**src/rtl/lmc_pkg.sv**
```systemverilog
// lmc_pkg: constants shared by the lost motion compensation stage
// assumes a 200 MHz control clock and a plain register port
package lmc_pkg;
   // clock and time base
   localparam int CLK_PERIOD_PS = 5000;
   localparam int TICK_TIME_PS = 100_000_000; // 0.1 ms time base
   localparam int TICK_CYCLES = TICK_TIME_PS / CLK_PERIOD_PS;
   // register offsets
   localparam logic [7:0] OFS_FUNC_SELECT = 8'h00;
   localparam logic [7:0] OFS_AMT_FWD_TO_REV = 8'h04;
   localparam logic [7:0] OFS_AMT_REV_TO_FWD = 8'h08;
   localparam logic [7:0] OFS_FILTER_TC = 8'h0C;
   localparam logic [7:0] OFS_START_DELAY = 8'h10;
   localparam logic [7:0] OFS_DEAD_BAND = 8'h14;
   localparam logic [7:0] OFS_STATUS = 8'h18;
   // function select fields
   localparam int BIT_ENABLE = 0;
   localparam int BIT_UNIT_KPULSE = 1;
   // reset values
   localparam logic [1:0] RST_FUNC_SELECT = 2'h0;
   localparam logic [15:0] RST_AMOUNT = 16'h0000;
   localparam logic [15:0] RST_FILTER_TC = 16'h0000;
   localparam logic [15:0] RST_START_DELAY = 16'h0000;
   localparam logic [15:0] RST_DEAD_BAND = 16'h0000;
   // pulses per kpulse unit
   localparam logic [9:0] KPULSE_SCALE = 10'h03E8;
   // decay step shift of the high-pass filter
   localparam int HPF_SHIFT = 4;
   localparam logic [4:0] HPF_STEPS = 5'h10;
   // control modes
   typedef enum logic [1:0] {
      LMC_MODE_POSITION = 2'h0,
      LMC_MODE_POSITIONING = 2'h1,
      LMC_MODE_SPEED = 2'h2,
      LMC_MODE_TORQUE = 2'h3
   } lmc_mode_t;
   // compensation sequence, gray along idle-delay-apply
   typedef enum logic [1:0] {
      LMC_IDLE = 2'b00,
      LMC_DELAY = 2'b01,
      LMC_APPLY = 2'b11
   } lmc_state_t;
endpackage : lmc_pkg

```
**src/rtl/lmc_lost_motion_comp.sv**
```systemverilog
// lmc_lost_motion_comp: adds a direction dependent torque step on reversal
// assumes droop and torque inputs come from logic on the same clock
// Behaviour
// Compensation acts only in position mode or positioning mode.
// Function select bit 0 at 0 keeps compensation off, at 1 turns it on.
// Function select bit 1 scales the dead band in pulses (0) or kpulses (1).
// Separate amounts serve forward-to-reverse and reverse-to-forward reversals.
// Every reversal of detected travel direction starts a compensation event.
// Each event starts only after the programmed delay from the reversal.
// The start delay is zero after reset.
// Droop fluctuation at or below the dead band counts as zero speed.
// A nonzero filter time constant makes the amount decay; zero holds it.
// The chosen amount is added to the torque, signed for the new direction.
//
// The placing of the registers and the address-and-strobe port are this design's own decisions.
`timescale 1ns/10ps
module lmc_lost_motion_comp #(
   parameter int TICK_LEN = lmc_pkg::TICK_CYCLES
) (
   input wire logic clock,
   input wire logic rstn,
   input wire logic clkEn,
   input wire logic [7:0] regAddr,
   input wire logic [15:0] regWdata,
   input wire logic regWr,
   input wire logic regRd,
   output logic [15:0] regRdata,
   input wire logic [1:0] ctrlMode,
   input wire logic droopValid,
   input wire logic signed [15:0] droopDelta,
   input wire logic signed [15:0] torqueIn,
   output logic signed [15:0] torqueOut,
   output logic compActive
);
   initial
   begin
      if (TICK_LEN < 1 || TICK_LEN > 65535)
      begin
         $error("TICK_LEN out of range");
      end
   end

   logic [1:0] funcSelect;
   logic [15:0] amtFwdToRev;
   logic [15:0] amtRevToFwd;
   logic [15:0] filterTc;
   logic [15:0] startDelay;
   logic [15:0] deadBand;
   logic [1:0] next_funcSelect;
   logic [15:0] next_amtFwdToRev;
   logic [15:0] next_amtRevToFwd;
   logic [15:0] next_filterTc;
   logic [15:0] next_startDelay;
   logic [15:0] next_deadBand;
   logic [15:0] next_regRdata;

   lmc_pkg::lmc_state_t state;
   lmc_pkg::lmc_state_t next_state;
   logic dirKnown;
   logic dirFwd;
   logic next_dirKnown;
   logic next_dirFwd;
   logic [15:0] tickCnt;
   logic [15:0] next_tickCnt;
   logic [15:0] delayCnt;
   logic [15:0] next_delayCnt;
   logic [15:0] hpfAcc;
   logic [15:0] next_hpfAcc;
   logic signed [16:0] comp;
   logic signed [16:0] next_comp;
   logic signed [15:0] next_torqueOut;
   logic next_compActive;

   logic modeOk;
   logic enabled;
   logic tick;
   logic [16:0] absDelta;
   logic [25:0] threshold;
   logic moving;
   logic reversal;
   logic signed [17:0] sum;

   // load the amount for a reversal into the given direction
   function automatic logic signed [16:0] lmc_amount(input logic toFwd,
         input logic [15:0] fwdToRev, input logic [15:0] revToFwd);
      lmc_amount = toFwd ? $signed({1'b0, revToFwd}) : -$signed({1'b0, fwdToRev});
   endfunction : lmc_amount

   // mode gate
   assign modeOk = (ctrlMode == lmc_pkg::LMC_MODE_POSITION)
      || (ctrlMode == lmc_pkg::LMC_MODE_POSITIONING);
   // enable gate
   assign enabled = funcSelect[lmc_pkg::BIT_ENABLE] && modeOk;
   assign tick = (tickCnt == 16'(TICK_LEN - 1));

   // zero speed detection against the scaled dead band
   assign absDelta = droopDelta[15] ? 17'(-$signed({droopDelta[15], droopDelta}))
      : {1'b0, droopDelta};
   // dead band unit
   assign threshold = funcSelect[lmc_pkg::BIT_UNIT_KPULSE]
      ? 26'(deadBand * lmc_pkg::KPULSE_SCALE) : {10'h000, deadBand};
   // zero speed band
   assign moving = {9'h000, absDelta} > threshold;
   // reversal detect
   assign reversal = clkEn && droopValid && moving && dirKnown
      && (dirFwd == droopDelta[15]);

   // register writes and reads
   always_comb
   begin
      next_funcSelect = funcSelect;
      next_amtFwdToRev = amtFwdToRev;
      next_amtRevToFwd = amtRevToFwd;
      next_filterTc = filterTc;
      next_startDelay = startDelay;
      next_deadBand = deadBand;
      next_regRdata = 16'h0000;
      if (regWr)
      begin
         if (regAddr == lmc_pkg::OFS_FUNC_SELECT)
            next_funcSelect = regWdata[1:0];
         else if (regAddr == lmc_pkg::OFS_AMT_FWD_TO_REV)
            next_amtFwdToRev = regWdata;
         else if (regAddr == lmc_pkg::OFS_AMT_REV_TO_FWD)
            next_amtRevToFwd = regWdata;
         else if (regAddr == lmc_pkg::OFS_FILTER_TC)
            next_filterTc = regWdata;
         else if (regAddr == lmc_pkg::OFS_START_DELAY)
            next_startDelay = regWdata;
         else if (regAddr == lmc_pkg::OFS_DEAD_BAND)
            next_deadBand = regWdata;
      end
      if (regRd)
      begin
         if (regAddr == lmc_pkg::OFS_FUNC_SELECT)
            next_regRdata = {14'h0000, funcSelect};
         else if (regAddr == lmc_pkg::OFS_AMT_FWD_TO_REV)
            next_regRdata = amtFwdToRev;
         else if (regAddr == lmc_pkg::OFS_AMT_REV_TO_FWD)
            next_regRdata = amtRevToFwd;
         else if (regAddr == lmc_pkg::OFS_FILTER_TC)
            next_regRdata = filterTc;
         else if (regAddr == lmc_pkg::OFS_START_DELAY)
            next_regRdata = startDelay;
         else if (regAddr == lmc_pkg::OFS_DEAD_BAND)
            next_regRdata = deadBand;
         else if (regAddr == lmc_pkg::OFS_STATUS)
            next_regRdata = {11'h000, dirKnown, dirFwd, modeOk, state};
      end
   end

   // register file; the bus is served regardless of clock enable
   always_ff @(posedge clock or negedge rstn)
   begin
      if (!rstn)
      begin
         funcSelect <= lmc_pkg::RST_FUNC_SELECT;
         amtFwdToRev <= lmc_pkg::RST_AMOUNT;
         amtRevToFwd <= lmc_pkg::RST_AMOUNT;
         filterTc <= lmc_pkg::RST_FILTER_TC;
         // delay starts at zero
         startDelay <= lmc_pkg::RST_START_DELAY;
         deadBand <= lmc_pkg::RST_DEAD_BAND;
         regRdata <= 16'h0000;
      end
      else
      begin
         funcSelect <= next_funcSelect;
         amtFwdToRev <= next_amtFwdToRev;
         amtRevToFwd <= next_amtRevToFwd;
         filterTc <= next_filterTc;
         startDelay <= next_startDelay;
         deadBand <= next_deadBand;
         regRdata <= next_regRdata;
      end
   end

   // direction tracking, delay timing, compensation and torque sum
   always_comb
   begin
      next_state = state;
      next_dirKnown = dirKnown;
      next_dirFwd = dirFwd;
      next_tickCnt = tick ? 16'h0000 : 16'(tickCnt + 16'h0001);
      next_delayCnt = delayCnt;
      next_hpfAcc = hpfAcc;
      next_comp = comp;
      if (droopValid && moving)
      begin
         next_dirKnown = 1'b1;
         next_dirFwd = !droopDelta[15];
      end
      case (state)
         lmc_pkg::LMC_DELAY:
         begin
            // wait out the start delay
            if (tick)
            begin
               next_delayCnt = 16'(delayCnt + 16'h0001);
               if (next_delayCnt >= startDelay)
               begin
                  next_state = lmc_pkg::LMC_APPLY;
                  // direction amount
                  next_comp = lmc_amount(dirFwd, amtFwdToRev, amtRevToFwd);
               end
            end
         end
         lmc_pkg::LMC_APPLY:
         begin
            // high-pass decay, 16 steps per filterTc ticks, at most one a tick
            if (filterTc != 16'h0000 && tick)
            begin
               if ({1'b0, hpfAcc} + 17'(lmc_pkg::HPF_STEPS) >= {1'b0, filterTc})
               begin
                  next_hpfAcc = (filterTc > 16'(lmc_pkg::HPF_STEPS))
                     ? 16'(hpfAcc + 16'(lmc_pkg::HPF_STEPS) - filterTc) : 16'h0000;
                  next_comp = comp - (comp >>> lmc_pkg::HPF_SHIFT);
               end
               else
                  next_hpfAcc = 16'(hpfAcc + 16'(lmc_pkg::HPF_STEPS));
            end
         end
         default:
         begin
            next_comp = 17'h0_0000;
         end
      endcase
      // restart on reversal
      if (reversal)
      begin
         next_delayCnt = 16'h0000;
         next_hpfAcc = 16'h0000;
         next_tickCnt = 16'h0000;
         if (startDelay == 16'h0000)
         begin
            next_state = lmc_pkg::LMC_APPLY;
            next_comp = lmc_amount(!droopDelta[15], amtFwdToRev, amtRevToFwd);
         end
         else
         begin
            next_state = lmc_pkg::LMC_DELAY;
            next_comp = 17'h0_0000;
         end
      end
      // off outside allowed modes or when disabled
      if (!enabled)
      begin
         next_state = lmc_pkg::LMC_IDLE;
         next_comp = 17'h0_0000;
      end
      // add compensation, saturated
      sum = 18'(torqueIn) + 18'(comp);
      if (sum > 18'sh0_7FFF)
         next_torqueOut = 16'sh7FFF;
      else if (sum < -18'sh0_8000)
         next_torqueOut = -16'sh8000;
      else
         next_torqueOut = sum[15:0];
      next_compActive = (state == lmc_pkg::LMC_APPLY);
   end

   // state registers, frozen while clkEn is low
   always_ff @(posedge clock or negedge rstn)
   begin
      if (!rstn)
      begin
         state <= lmc_pkg::LMC_IDLE;
         dirKnown <= 1'b0;
         dirFwd <= 1'b0;
         tickCnt <= 16'h0000;
         delayCnt <= 16'h0000;
         hpfAcc <= 16'h0000;
         comp <= 17'h0_0000;
         torqueOut <= 16'sh0000;
         compActive <= 1'b0;
      end
      else if (clkEn)
      begin
         state <= next_state;
         dirKnown <= next_dirKnown;
         dirFwd <= next_dirFwd;
         tickCnt <= next_tickCnt;
         delayCnt <= next_delayCnt;
         hpfAcc <= next_hpfAcc;
         comp <= next_comp;
         torqueOut <= next_torqueOut;
         compActive <= next_compActive;
      end
   end
endmodule : lmc_lost_motion_comp

```
**config.mk**
```make
export PLATFORM = sky130hd
export DESIGN_NAME = lmc_lost_motion_comp
export DESIGN_NICKNAME = d
export VERILOG_FILES = /design/src/rtl/lmc_pkg.sv /design/src/rtl/lmc_lost_motion_comp.sv
export SDC_FILE = /design/constraint.sdc
export NUM_CORES = 1
export LEC_CHECK = 0
export ABC_AREA = 0
export BUFFER_PORTS_ARGS = -buffer_cell sky130_fd_sc_hd__buf_4
export CORE_MARGIN = 3
export CORE_UTILIZATION = 55
export CTS_CLUSTER_SIZE = 12
export DETAILED_ROUTE_END_ITERATION = 10
export PLACE_DENSITY = 0.76
export SKIP_CTS_REPAIR_TIMING = 1
export SLEW_MARGIN = 10
export SYNTH_ARGS = -nofsm -noshare
export SYNTH_HDL_FRONTEND = slang
export SYNTH_SLANG_ARGS = --single-unit
```
**constraint.sdc**
```tcl
create_clock -name clock -period 5.93 [get_ports clock]
set_input_delay 0.8895 -clock clock [delete_from_list [all_inputs] [get_ports clock]]
set_output_delay 0.8895 -clock clock [all_outputs]
set_load 0.02 [all_outputs]
```
### Yosys cells after proc, flatten, opt, wreduce, memory -nomap -nowiden

Cells that the tools add are included.

| operators by class | value |
|---|---|
| $add $sub $neg | 9 |
| $mul | 1 |
| magnitude comparators | 6 |
| equality and inequality tests | 18 |
| muxes and demuxes | 38 |
| bitwise gates (word level) | 5 |
| reductions and logical operators | 28 |

Operator list:

| operator | count |
|---|---|
| $mux 16 | 19 |
| $mux 17 | 10 |
| $neg 16->17 | 2 |
| $pmux 17 s2 | 1 |
| $add 16x1->16 const B | 2 |
| $gt 17x26->1 | 1 |
| $mux 26 | 1 |
| $eq 8x5->1 const B | 3 |
| $mul 16x7->23 const B | 1 |
| $add 16x17->18 | 1 |
| $gt 18x16->1 const B | 1 |
| $lt 18x16->1 const B | 1 |
| $add 16x5->17 const B | 1 |
| $ge 17x16->1 | 1 |
| $sub 17x13->17 | 1 |
| $add 16x5->16 const B | 1 |
| $eq 16x15->1 const B | 1 |
| $eq 8x4->1 const B | 2 |
| $ge 16x16->1 | 1 |
| $gt 16x5->1 const B | 1 |
| $logic_not 16->1 | 1 |
| $reduce_bool 16->1 | 1 |
| $sub 16x16->16 | 1 |
| $mux 2 | 6 |
| 21 further kinds | 44 |

| word-level totals | value |
|---|---|
| register bits | 184 |
| output and inout port bits | 33 |
| logic and storage cells | 121 |

### Logic depth before layout (Yosys ltp)

Gate-level depths: netlist of the first run.

| logic depth | value |
|---|---|
| depth in word-level cells | 10 |
| mapped depth | 28 |

### Worst setup path before layout of the first run

Ideal clock, no wire load.

| timing | value |
|---|---|
| kind | register to register |
| start | register deadBand[1] |
| end | register comp[3] |
| arrival | 6,107 ps |
| required time | 5,803 ps |
| setup slack | -304 ps |
| stages on the path, launching flop included | 27 |
| clock period less this slack | 6,234 ps |
| path through | dfrtp_1 inv_1 fa_1 fa_1 fa_1 fa_1 inv_1 ha_1 a21oi_1 nand2b_1 nand3_1 a21o_1 a21oi_1 xnor2_1 mux2i_1 ha_1 nand3_1 nor2_1 o21ai_0 or3_1 o211ai_1 and4_1 and2_1 buf_4 buf_8 mux2_1 mux2_1 |

| between the ends | value |
|---|---|
| word-level cells in the longest chain between the ends | 8 |
| elaborated cells between the ends (all ways) | 13 |
| those cells by class | mul (1); order compare (1); eq/ne (4); mux (3); reduce/logical (4) |

Ends and longest elaborated chain:

| item | RTL line | RTL |
|---|---|---|
| from (decl) | lmc_lost_motion_comp.sv:48 | `logic [15:0] deadBand;` |
| from (signal assigned) | lmc_lost_motion_comp.sv:163 | `deadBand <= lmc_pkg::RST_DEAD_BAND;` |
| from (signal assigned) | lmc_lost_motion_comp.sv:173 | `deadBand <= next_deadBand;` |
| $mul 16x7->23 | lmc_lost_motion_comp.sv:101 | `? 26'(deadBand * lmc_pkg::KPULSE_SCALE) : {10'h000, deadBand};` |
| $mux 26 * | lmc_lost_motion_comp.sv:101 |  |
| $gt 17x26->1 * | lmc_lost_motion_comp.sv:103 | `assign moving = {9'h000, absDelta} > threshold;` |
| $logic_and 1x1->1 * (2 in series) | lmc_lost_motion_comp.sv:105 | `assign reversal = clkEn && droopValid && moving && dirKnown` |
| $logic_and 1x1->1 * | lmc_lost_motion_comp.sv:106 | `&& (dirFwd == droopDelta[15]);` |
| $ne 4x4->1 (no line) (tied with other cells) | - |  |
| $reduce_and 5->1 (no line) / $mux 17 (equally long branches) | - |  |
| to (signal assigned) | lmc_lost_motion_comp.sv:285 | `comp <= next_comp;` |
| to (decl) | lmc_lost_motion_comp.sv:69 | `logic signed [16:0] comp;` |

Every way passes the cells marked *; elsewhere a longest branch is shown, timed or not.
A chain may end at the register's enable or synchronous reset.

### Worst setup path in the final report of the first run

| timing | value |
|---|---|
| start | register deadBand[2] |
| end | register delayCnt[3] |

| between the ends | value |
|---|---|
| word-level cells in the longest chain between the ends | 8 |
| elaborated cells between the ends (all ways) | 10 |
| those cells by class | mul (1); order compare (1); mux (2); reduce/logical (6) |

Ends and longest elaborated chain:

| item | RTL line | RTL |
|---|---|---|
| $mul 16x7->23 | lmc_lost_motion_comp.sv:101 |  |
| $mux 26 * | lmc_lost_motion_comp.sv:101 |  |
| $gt 17x26->1 * | lmc_lost_motion_comp.sv:103 |  |
| $logic_and 1x1->1 * (2 in series) | lmc_lost_motion_comp.sv:105 |  |
| $logic_and 1x1->1 * | lmc_lost_motion_comp.sv:106 |  |
| $reduce_bool 2->1 (no line) | - |  |
| $reduce_and 3->1 (no line) | - |  |
| to (signal assigned) | lmc_lost_motion_comp.sv:283 | `delayCnt <= next_delayCnt;` |
| to (decl) | lmc_lost_motion_comp.sv:65 | `logic [15:0] delayCnt;` |

Marks and branches as above.

==> results of run 1 <==
## area by class of cell
class / instances / area (µm²)
clock inverter: 14 / 156
sequential: 184 / 4610
clock buffer: 18 / 429
inverter: 168 / 633
multi-input combinational: 1330 / 10600
tap: 378 / 473
fill: 2253 / 9570
timing repair buffer: 203 / 1690
## power groups by stage
stage / registers (mW) / clock network, mW / logic, mW
after global routing: 1.44 / 1.21 / 4.88
final: 1.43 / 1.16 / 4.42
after global placement: 1.44 / 0 / 3.98
after CTS: 1.42 / 1.17 / 4.10
after floorplan: 1.43 / 0 / 2.82
after detailed placement: 1.45 / 0 / 4.08
## state kept, by name, indices dropped and copies added (netlist names)
name,count
amtRevToFwd,16
comp,17
torqueOut,16
compActive,1
dirKnown,1
dirFwd,1
startDelay,16
tickCnt,16
regRdata,16
delayCnt,16
deadBand,16
hpfAcc,16
state,2
amtFwdToRev,16
filterTc,16
funcSelect,2
## cells by family (layout without fill, tap and decap cells)
family | Yosys count | count (layout) | synth area share
simple gates | 494 | 494 | 0.150
other cells | 1 | 1 | 0.000236
mux | 145 | 145 | 0.0983
buf+inv | 229 | 403 | 0.0579
compound gates | 381 | 381 | 0.160
xor+xnor | 113 | 113 | 0.0623
fa+ha+maj | 196 | 196 | 0.181
flops | 184 | 184 | 0.290
## path summary, 6_finish.rpt
kind	startpoint	endpoint	slack (ns)	depth (start not counted)
min reg2reg	torqueOut[0]	torqueOut[0]	0.52	2
max in group asynchronous	rstn	hpfAcc[6]	4.25	2
min	rstn	torqueOut[8]	0.50	1
max	deadBand[2]	delayCnt[3]	-0.35	26
max reg2reg	deadBand[2]	delayCnt[3]	-0.35	26
min in group clock	torqueOut[0]	torqueOut[0]	0.52	2
## routing by layer
layer  global-route usage  vias to the layer above
met5                    0                        -
met4                0.123                        0
met3               0.0428                      124
met2                0.482                      464
met1                0.349                     6768
li1                     -                     6517
## cells in the final DEF (no fill, tap or decap), drive strengths merged, types with 11 or more instances in the layout
master and n:
nand3 43, a211oi 27, o21a 13, o22ai 18, fa 57, nand4 20
buf 200, a21oi 94, and3 23, nor2 131, and2 13, nor3 52
a21o 29, xor2 41, ha 139, or4 11, mux2i 57, o21ai 90
xnor2 72, mux2 88, dfrtp 184, nand2 124, clkbuf 21, a221o 12
nand2b 20, nor2b 12, or3 13, inv 175, nor4 11
## per-stage QoR
| stage | util | total power [mW] | hold slack [ns] | std cells | cell area (µm²) |
|---|---|---|---|---|---|
| CTS | 0.644 | 6.69 | 0.528 | 2273 | 18100 |
| floorplan | - | 4.25 | 0.450 | 1743 | 16000 |
| detailed placement | 0.623 | 5.53 | 0.515 | 2241 | 17500 |
| global placement | 0.623 | 5.42 | 0.470 | 2241 | 17500 |
| finish | 0.660 | 7.00 | 0.501 | 2295 | 18600 |
| global route | 0.660 | 7.53 | 0.555 | 2295 | 18600 |
==> summary.txt, run 1 <==
Pwr
  • Clk pwr share: 0.165
  • Power Density: 377 nW/µm²
  • Comb power frac: 0.631
  • Internal: 4.03 mW
  • Sw Pwr: 2.97 mW
  • Sequential share of power: 0.204
  • Switching part of the total: 0.424
  • Worst vdd ir: 0.000631 V
  • Lkg Pwr: 8.84 nW

STA
  • Setup TNS: -17.84 ns
  • Tmin final: 6.28 ns
  • Rel. slew slack: 0.340
  • Max Clk Rate: 159 MHz
  • Final Cycle Share: 1.06
  • Tightest Pin Transition: 0.990 ns
  • RSZ-0062 raised after global routing: true
  • Final hold violations: 0
  • Worst Slack Setup Final: -0.354 ns
  • Max Slew Vio Count: 0
  • Setup Skew: 0.0173 ns
  • Final setup fails: 67

Yosys
  • Synth Net Count: 2,003
  • Top-count cell post-synth: dfrtp_1
  • Yosys warning count: 0
  • Post-synth cell types: 83
  • Mean Syn Cell Area: 9.12 µm²
  • Yosys top cell area share: 0.290
  • Mapped cell area: 15,900 µm²
  • Mapped Cells: 1,743
  • Top area cells in the synthesized netlist: dfrtp_1, ha_1, fa_1, mux2_2, inv_1
  • Post-synth EDFFs: 0
  • Async set-or-reset flop fraction in the synthesized netlist: 1.00
  • Sequential area share after synthesis: 0.290
  • Post-synth top area cell: dfrtp_1
  • Synth top cells by count: dfrtp_1, inv_1, ha_1
  • Ys flop type: dfrtp_1
  • Post-synthesis sequential element count: 184

Status
  • Status: finished with violations
  • Failing checks: setup timing

Floorplan
  • Starting Density: 0.564
  • Die footprint: 31,000 µm²
  • I/O pin total: 97
  • # rows: 61
  • Die W: 176 µm
  • Die Height: 176 µm
  • Core Footprint: 28,200 µm²

Route
  • WL/cell: 19.4 µm
  • Final ANT Viol Nets: 0
  • Drt initial violations: 1,055
  • Metal3 WL: 2460 µm
  • Routed wl met2: 22,000 µm
  • Final wirelength: 44,600 µm
  • # DRC: 0
  • Drt first pass iters: 5
  • Via/cell ratio: 6.04
  • DRT met1 WL: 18,100 µm
  • DR vias: 13,900
  • Top Metal Used: met4

Worst setup path
  • Slowest stage cell on the critical path: fa_1
  • CP Data Required Time: 6.26 ns
  • Slowest stage delay, CP: 0.55 ns
  • Startpoint types: flip-flop
  • Crit Path Max Fanout: 7
  • Kind of critical path: flip-flop to flip-flop
  • Endpoint type of the worst setup path: flip-flop
  • Critical path arrival: 6.61 ns
  • Crit path top cell by count: fa_1
  • WP buf/inv: 4
  • Top delay family on crit path: adder cells

Worst hold path
  • Hold Path Class: input pin to asynchronous set/reset pin

GRT
  • GRT Residual Overflow: 0
  • Largest net degree at the start of global routing: 90
  • First-pass GRT wire length: 69,700 µm
  • GRT Total Usage: 0.280
  • Initial antenna violation count: 0
  • Number of global-route vias before repair: 13,700

CTS
  • Htree depth: 4
  • Clk_lat worst skew: 0.45 ns
  • Sinks on Clock Net: 184
  • Worst-path clk slew: 0.07 ns
  • CTS tree: built
  • Clock root buffer: clkbuf_16
  • Clock Path Buffers: 2
  • Cts bufs inserted: 17

Cells and area
  • Layout Nets: 2,164
  • Share of layout cells above drive strength 1: 0.190
  • Diodes inserted: 0
  • Synth-to-Final Area Change: 17.0%

Flow run
  • Max capacitance violation total: 0

Place
  • DPL Wire Length: 33,800 µm
  • Number of port buffers: 95
  • DP Worst Slack: -0.511 ns
  • RD Place Congestion: 0.918
Note: power is estimated with default switching activity, not from simulation.
==> run 2, diff against run 1 <==
- CORE_UTILIZATION: 55 -> 30
- PLACE_DENSITY: 0.76 -> unset
- PLACE_DENSITY_LB_ADDON: unset -> 0.05
==> run 2 against run 1 <==
The run still ends with setup timing left; clock-buffer cell count is 1 higher; clock power hardly changed; largest cell class unchanged; sequential share of layout area is 0.52 points lower; worst hold slack worse by 0.16 ns; sequential cell count stayed put; via count is 5.2% lower; non-clock buffer count is 6 higher; clock skew is 0.0047 ns lower; final area is 2.2% higher; maximum frequency is 3.7% higher.
==> summary.txt, run 2 (same netlist as run 1, synthesis figures left out) <==
CTS
  • Worst-path clk slew: 0.07 ns (about the same)
  • Sinks on Clock Net: 184 (unchanged)
  • Cts bufs inserted: 17 (unchanged)
  • CTS tree: built
  • Htree depth: 4 (unchanged)
  • Clock root buffer: clkbuf_16
  • Clk_lat worst skew: 0.49 ns (+0.04 ns)
  • Clock Path Buffers: 2 (unchanged)

Floorplan
  • Die footprint: 55,800 µm² (+80%)
  • # rows: 83 (+36%)
  • I/O pin total: 97 (unchanged)
  • Die Height: 236 µm (+34%)
  • Starting Density: 0.307 (-0.258)
  • Core Footprint: 51,800 µm² (+84%)
  • Die W: 236 µm (+34%)

Cells and area
  • Layout Nets: 2,170 (+0.28%)
  • Synth-to-Final Area Change: 19.5%
  • Register area: 4610 µm² (about the same)
  • Diodes inserted: 0 (unchanged)
  • Commonest non-fill, non-tap cell in the layout: buf_4
  • Multi-input gate area: 10,600 µm² (+0.34%)
  • Most frequent cells in the layout: buf_4, dfrtp_1, inv_1
  • Share of layout cells above drive strength 1: 0.198 (+0.00825)
  • Register name with the most flops: comp
  • Largest register FFs: 17 (unchanged)
  • Filler cells: 5,354 (+140%)

GRT
  • Number of global-route vias before repair: 13,500 (-1.6%)
  • GRT Residual Overflow: 0 (unchanged)
  • Largest net degree at the start of global routing: 130 (+44%)
  • First-pass GRT wire length: 78,600 µm (+13%)
  • Initial antenna violation count: 2 (+2)
  • GRT Total Usage: 0.182 (-0.0977)

STA
  • Setup Skew: 0.0126 ns (-0.00469 ns)
  • RSZ-0062 raised after global routing: true
  • Hold WS: 0.337 ns (-0.164 ns)
  • Final setup fails: 41 (-39%)
  • Max Slew Vio Count: 0 (unchanged)
  • Tightest Pin Transition: 0.957 ns (-0.0324 ns)
  • Tmin final: 6.06 ns (-0.222 ns)
  • Max Clk Rate: 165 MHz (+3.7%)
  • Setup TNS: -3.99 ns (+13.85 ns)
  • Rel. slew slack: 0.360 (+0.0198)
  • Worst Slack Setup Final: -0.133 ns (+0.222 ns)
  • Final Cycle Share: 1.02 (-0.0374)
  • Final hold violations: 0 (unchanged)

Route
  • DR vias: 13,200 (-5.2%)
  • Via/cell ratio: 5.05 (-16%)
  • Final ANT Viol Nets: 0 (unchanged)
  • # DRC: 0 (unchanged)
  • Drt initial violations: 562 (-47%)
  • Drt first pass iters: 5 (unchanged)
  • WL/cell: 19.3 µm (-0.65%)
  • Final wirelength: 50,300 µm (+13%)

Worst setup path
  • Crit Path Max Fanout: 7 (unchanged)
  • Crit path top cell by count: fa_1
  • Critical path arrival: 6.44 ns (-0.17 ns)
  • Top delay family on crit path: adder cells
  • Slowest stage cell on the critical path: fa_1
  • WP buf/inv: 4 (unchanged)
  • Critical Path Start: deadBand[2]
  • CP Data Required Time: 6.30 ns (+0.04 ns)
  • Kind of critical path: flip-flop to flip-flop
  • Reg-to-Reg Start: deadBand[2]
  • Startpoint types: flip-flop
  • Endpoint type of the worst setup path: flip-flop
  • Slowest stage delay, CP: 0.55 ns (about the same)

Place
  • RD Place Congestion: 0.816 (-11%)
  • DPL Wire Length: 39,700 µm (+17%)
  • Number of port buffers: 95 (unchanged)

Pwr
  • Comb power frac: 0.643 (+0.012)
  • Worst vdd ir: 0.000695 V (+10%)
  • Lkg Pwr: 8.84 nW (about the same)
  • Sw Pwr: 3.01 mW (+1.4%)
  • Clk pwr share: 0.162 (-0.003)
  • Power Density: 381 nW/µm² (+1.2%)
  • Sequential share of power: 0.195 (-0.009)
  • Internal: 4.22 mW (+4.8%)
  • Switching part of the total: 0.416 (-0.00796)

Worst hold path
  • Hold Path Class: input pin to asynchronous set/reset pin

Flow run
  • Max capacitance violation total: 0 (unchanged)

Status
  • Status: finished with violations
  • Failing checks: setup timing
-- run 2: worst paths after layout --
check                                to  slack (ns)  cells after the start
max                             comp[3]       -0.13                     26
min                        torqueOut[7]        0.34                      1
max reg2reg                     comp[3]       -0.13                     26
min reg2reg                delayCnt[14]        0.52                      1
max in group asynchronous      comp[14]        4.38                      2
min in group clock         delayCnt[14]        0.52                      1
-- run 2: cell type report --
cell class | instances | share of cell area
multi-input cells | 1330 | 0.560
flip-flops and latches | 184 | 0.243
repair buffers | 209 | 0.0894
well taps | 680 | 0.0448
inverters | 168 | 0.0333
clock buffers | 19 | 0.0228
clock inverters | 13 | 0.00705
-- run 2: layer usage --
metal | track usage | up-vias | routed length, µm
li1 | - | 6529 | -
met1 | 0.239 | 6436 | 23100
met2 | 0.315 | 149 | 25100
met3 | 0.0278 | 39 | 1260
met4 | 0.0460 | 2 | 793
met5 | 0 | - | 11
-- run 2: power groups by stage --
stage          clock network, mW  registers [mW]  logic (mW)
3_3_place_gp                   0            1.44        4.46
4_1_cts                     1.22            1.42        4.49
6_report                    1.17            1.41        4.65
5_1_grt                     1.26            1.43        5.23
2_1_floorplan                  0            1.43        2.82
3_5_place_dp                   0            1.44        4.46
-- run 2: through the flow --
step                      total power [mW]  worst slack (ns)  instance area (µm²)   util  cells
final                                 7.24            -0.133                19000  0.367   2603
after global routing                  7.91            -0.426                19000  0.367   2603
after detailed placement              5.90            -0.504                18100  0.349   2564
after CTS                             7.13            -0.554                18700  0.360   2596
after global placement                5.90            -0.435                18100  0.349   2564
after floorplan                       4.25            0.0140                16000      -   1743
==> run 3, diff against run 2 <==
--- a/config.mk
+++ b/config.mk
@@ -9,5 +9,5 @@
 export BUFFER_PORTS_ARGS = -buffer_cell sky130_fd_sc_hd__buf_4
 export CORE_MARGIN = 3
-export CORE_UTILIZATION = 30
+export CORE_UTILIZATION = 40
 export CTS_CLUSTER_SIZE = 12
 export DETAILED_ROUTE_END_ITERATION = 10
==> constraint.sdc (replaced) <==
create_clock -name clock -period 6.65 [get_ports clock]
set_input_delay 0.9975 -clock clock [delete_from_list [all_inputs] [get_ports clock]]
set_output_delay 0.9975 -clock clock [all_outputs]
set_load 0.005 [all_outputs]
==> run 3 against run 2 <==
The run now ends clean; sequential cell count did not move; sequential power fell by 11%; worst setup slack improved by 0.46 ns; clock skew rose by 0.0021 ns; final area fell by 4.1%; global-route usage rose by 4.2 points; critical endpoint is now delayCnt[5]; final cell count fell by 8.0%; maximum frequency fell by 4.0%; via count rose by 0.71%; worst hold slack improved by 0.17 ns; non-clock buffer count fell by 45; core utilization rose by 10 points.
==> summary.txt, run 3 (same netlist as run 1, synthesis figures left out) <==
Status
  • Status: finished, final reports clean

Cells and area
  • Layout Nets: 2,125 (-2.1%)
  • Commonest non-fill, non-tap cell in the layout: dfrtp_1
  • Filler-free cell count of the finished design: 2,396 (-8.0%)
  • Synth-to-Final Area Change: 14.7%
  • Design area: 18,200 µm² (-4.1%)
  • Multi-input gate area: 10,400 µm² (-2.1%)
  • Largest register FFs: 17 (unchanged)
  • Diodes inserted: 0 (unchanged)
  • Share of layout cells above drive strength 1: 0.160 (-0.0384)
  • Most frequent cells in the layout: dfrtp_1, inv_1, buf_4
  • Register area: 4600 µm² (about the same)
  • Final core occ: 0.468 (+0.102)
  • Filler cells: 3,836 (-28%)
  • Register name with the most flops: comp

STA
  • Final setup fails: 0 (-100%)
  • Final Cycle Share: 0.950 (-0.0722)
  • Setup Skew: 0.0147 ns (+0.00209 ns)
  • Tightest Pin Transition: 0.986 ns (+0.0287 ns)
  • Final hold violations: 0 (unchanged)
  • Max Slew Vio Count: 0 (unchanged)
  • Rel. slew slack: 0.342 (-0.0181)
  • Max Clk Rate: 158 MHz (-4.0%)
  • Tmin final: 6.32 ns (+0.256 ns)
  • Hold WS: 0.503 ns (+0.166 ns)

Worst setup path
  • Crit Path Max Fanout: 11 (+4)
  • Endpoint type of the worst setup path: flip-flop
  • Kind of critical path: flip-flop to flip-flop
  • CP Data Required Time: 6.99 ns (+0.69 ns)
  • Reg2reg path depth: 25 (-3.8%)
  • R2R setup slack: 0.33 ns (+0.46 ns)
  • Startpoint types: flip-flop
  • Critical path arrival: 6.66 ns (+0.22 ns)
  • Reg-to-Reg Start: deadBand[3]
  • Critical R2R Capture: delayCnt[5]

CTS
  • Sinks on Clock Net: 184 (unchanged)
  • Clk_lat worst skew: 0.47 ns (-0.02 ns)
  • Clock Path Buffers: 2 (unchanged)
  • Htree depth: 4 (unchanged)
  • Cts bufs inserted: 17 (unchanged)
  • Worst-path clk slew: 0.08 ns (about the same)
  • CTS tree: built
  • Clock root buffer: clkbuf_16

Worst hold path
  • Hold Path Class: flip-flop to flip-flop
  • Min-Delay Startpoint: delayCnt[14]
  • Hold path depth: 1
  • Hold EP: delayCnt[14]

Route
  • Drt initial violations: 763 (+36%)
  • Final ANT Viol Nets: 0 (unchanged)
  • Drt first pass iters: 5 (unchanged)
  • Via/cell ratio: 5.53 (+9.4%)
  • WL/cell: 19.4 µm (+0.48%)
  • DR vias: 13,200 (+0.71%)
  • Final wirelength: 46,500 µm (-7.5%)
  • # DRC: 0 (unchanged)

GRT
  • GRT Total Usage: 0.224 (+0.0419)
  • Largest net degree at the start of global routing: 67 (-48%)
  • Number of global-route vias before repair: 13,100 (-2.9%)
  • GRT Residual Overflow: 0 (unchanged)
  • Initial antenna violation count: 1 (-1)
  • First-pass GRT wire length: 73,700 µm (-6.2%)

Place
  • Cells after DPL: 2,358 (-8.0%)
  • RD Place Congestion: 0.856 (+4.9%)
  • DP Area: 17,500 µm² (-3.4%)
  • DPL Wire Length: 36,100 µm (-9.2%)
  • Number of port buffers: 95 (unchanged)

Floorplan
  • Starting Density: 0.408 (+0.102)
  • # rows: 72 (-13%)
  • Core Footprint: 38,900 µm² (-25%)
  • Die W: 205 µm (-13%)
  • I/O pin total: 97 (unchanged)
  • Die Height: 205 µm (-13%)
  • Die footprint: 42,200 µm² (-24%)

Pwr
  • Power Density: 315 nW/µm² (-17%)
  • Lkg Pwr: 8.59 nW (-2.9%)
  • Worst vdd ir: 0.000531 V (-24%)

Flow run
  • Max capacitance violation total: 0 (unchanged)
run 3: cell types whose count changed in the layout (fill, tap and decap cells not counted), moves of 4 or more:
cell      delta
mux2_4      -11
inv_1        +6
mux2_1       +7
ha_4         -6
mux2_2       +4
ha_1         +5
buf_4       -38
inv_2        -5
clkinv_8     +5
run 3: worst max path at each step:
stage,startpoint,end,slack [ns],depth (start not counted)
2_1_floorplan,deadBand[1],comp[3],0.42,26
4_1_cts,deadBand[1],comp[5],0.08,20
6_report,deadBand[3],delayCnt[5],0.33,25
3_5_place_dp,deadBand[3],tickCnt[13],0.1,26
3_3_place_gp,deadBand[2],comp[11],0.14,25
5_1_grt,deadBand[1],delayCnt[5],-0.03,28
run 3: metrics by stage:
step	TNS [ns]	worst slack (ns)	power (mW)
after floorplan	0	0.416	3.65
after global placement	0	0.142	4.60
after detailed placement	0	0.0953	4.61
after CTS	0	0.0819	5.72
after global routing	-0.164	-0.0305	6.27
final	0	0.331	5.74
run 3: critical path, cell delays in order, from the launching register on:
cell      delay, ns
dfrtp_1        0.36
inv_1          0.07
buf_4          0.15
fa_1           0.53
fa_1           0.45
fa_1           0.49
fa_1           0.52
inv_1          0.04
ha_2           0.31
o21a_1         0.21
o211a_1        0.25
a21boi_2       0.18
xnor2_1        0.13
mux2i_1        0.12
ha_1           0.33
nand3_1        0.13
nor2_2         0.13
o21ai_0        0.08
or3_1          0.32
o211ai_1       0.15
and4_1         0.24
and2_4         0.18
buf_12         0.14
o21a_1         0.17
buf_12         0.15
mux2_1         0.33
run 3: layout make-up:
class | instances | share of cell area
Inverter | 168 | 0.0346
Timing Repair Buffer | 164 | 0.0716
Tap cell | 518 | 0.0356
Clock inverter | 15 | 0.0104
Clock buffer | 17 | 0.0233
Sequential cell | 184 | 0.253
Multi-Input combinational cell | 1330 | 0.572
run 3: metal layers:
metal | wire length, µm | global-route usage | part of all wire | up-vias
met3 | 1420 | 0.0274 | 0.031 | 30
met4 | 504 | 0.0434 | 0.011 | 0
met1 | 22000 | 0.314 | 0.47 | 6570
met5 | 0 | 0 | 0 | -
met2 | 22500 | 0.376 | 0.48 | 213
li1 | - | - | - | 6436
run 3: where the power goes:
part           leakage [nW]  total (mW)  internal, mW  switching [mW]
registers              2.42        1.26          1.18          0.0777
clock network         0.295        1.08         0.516           0.567
logic                  5.88        3.39          1.54            1.85
total                  8.59        5.74          3.24            2.49
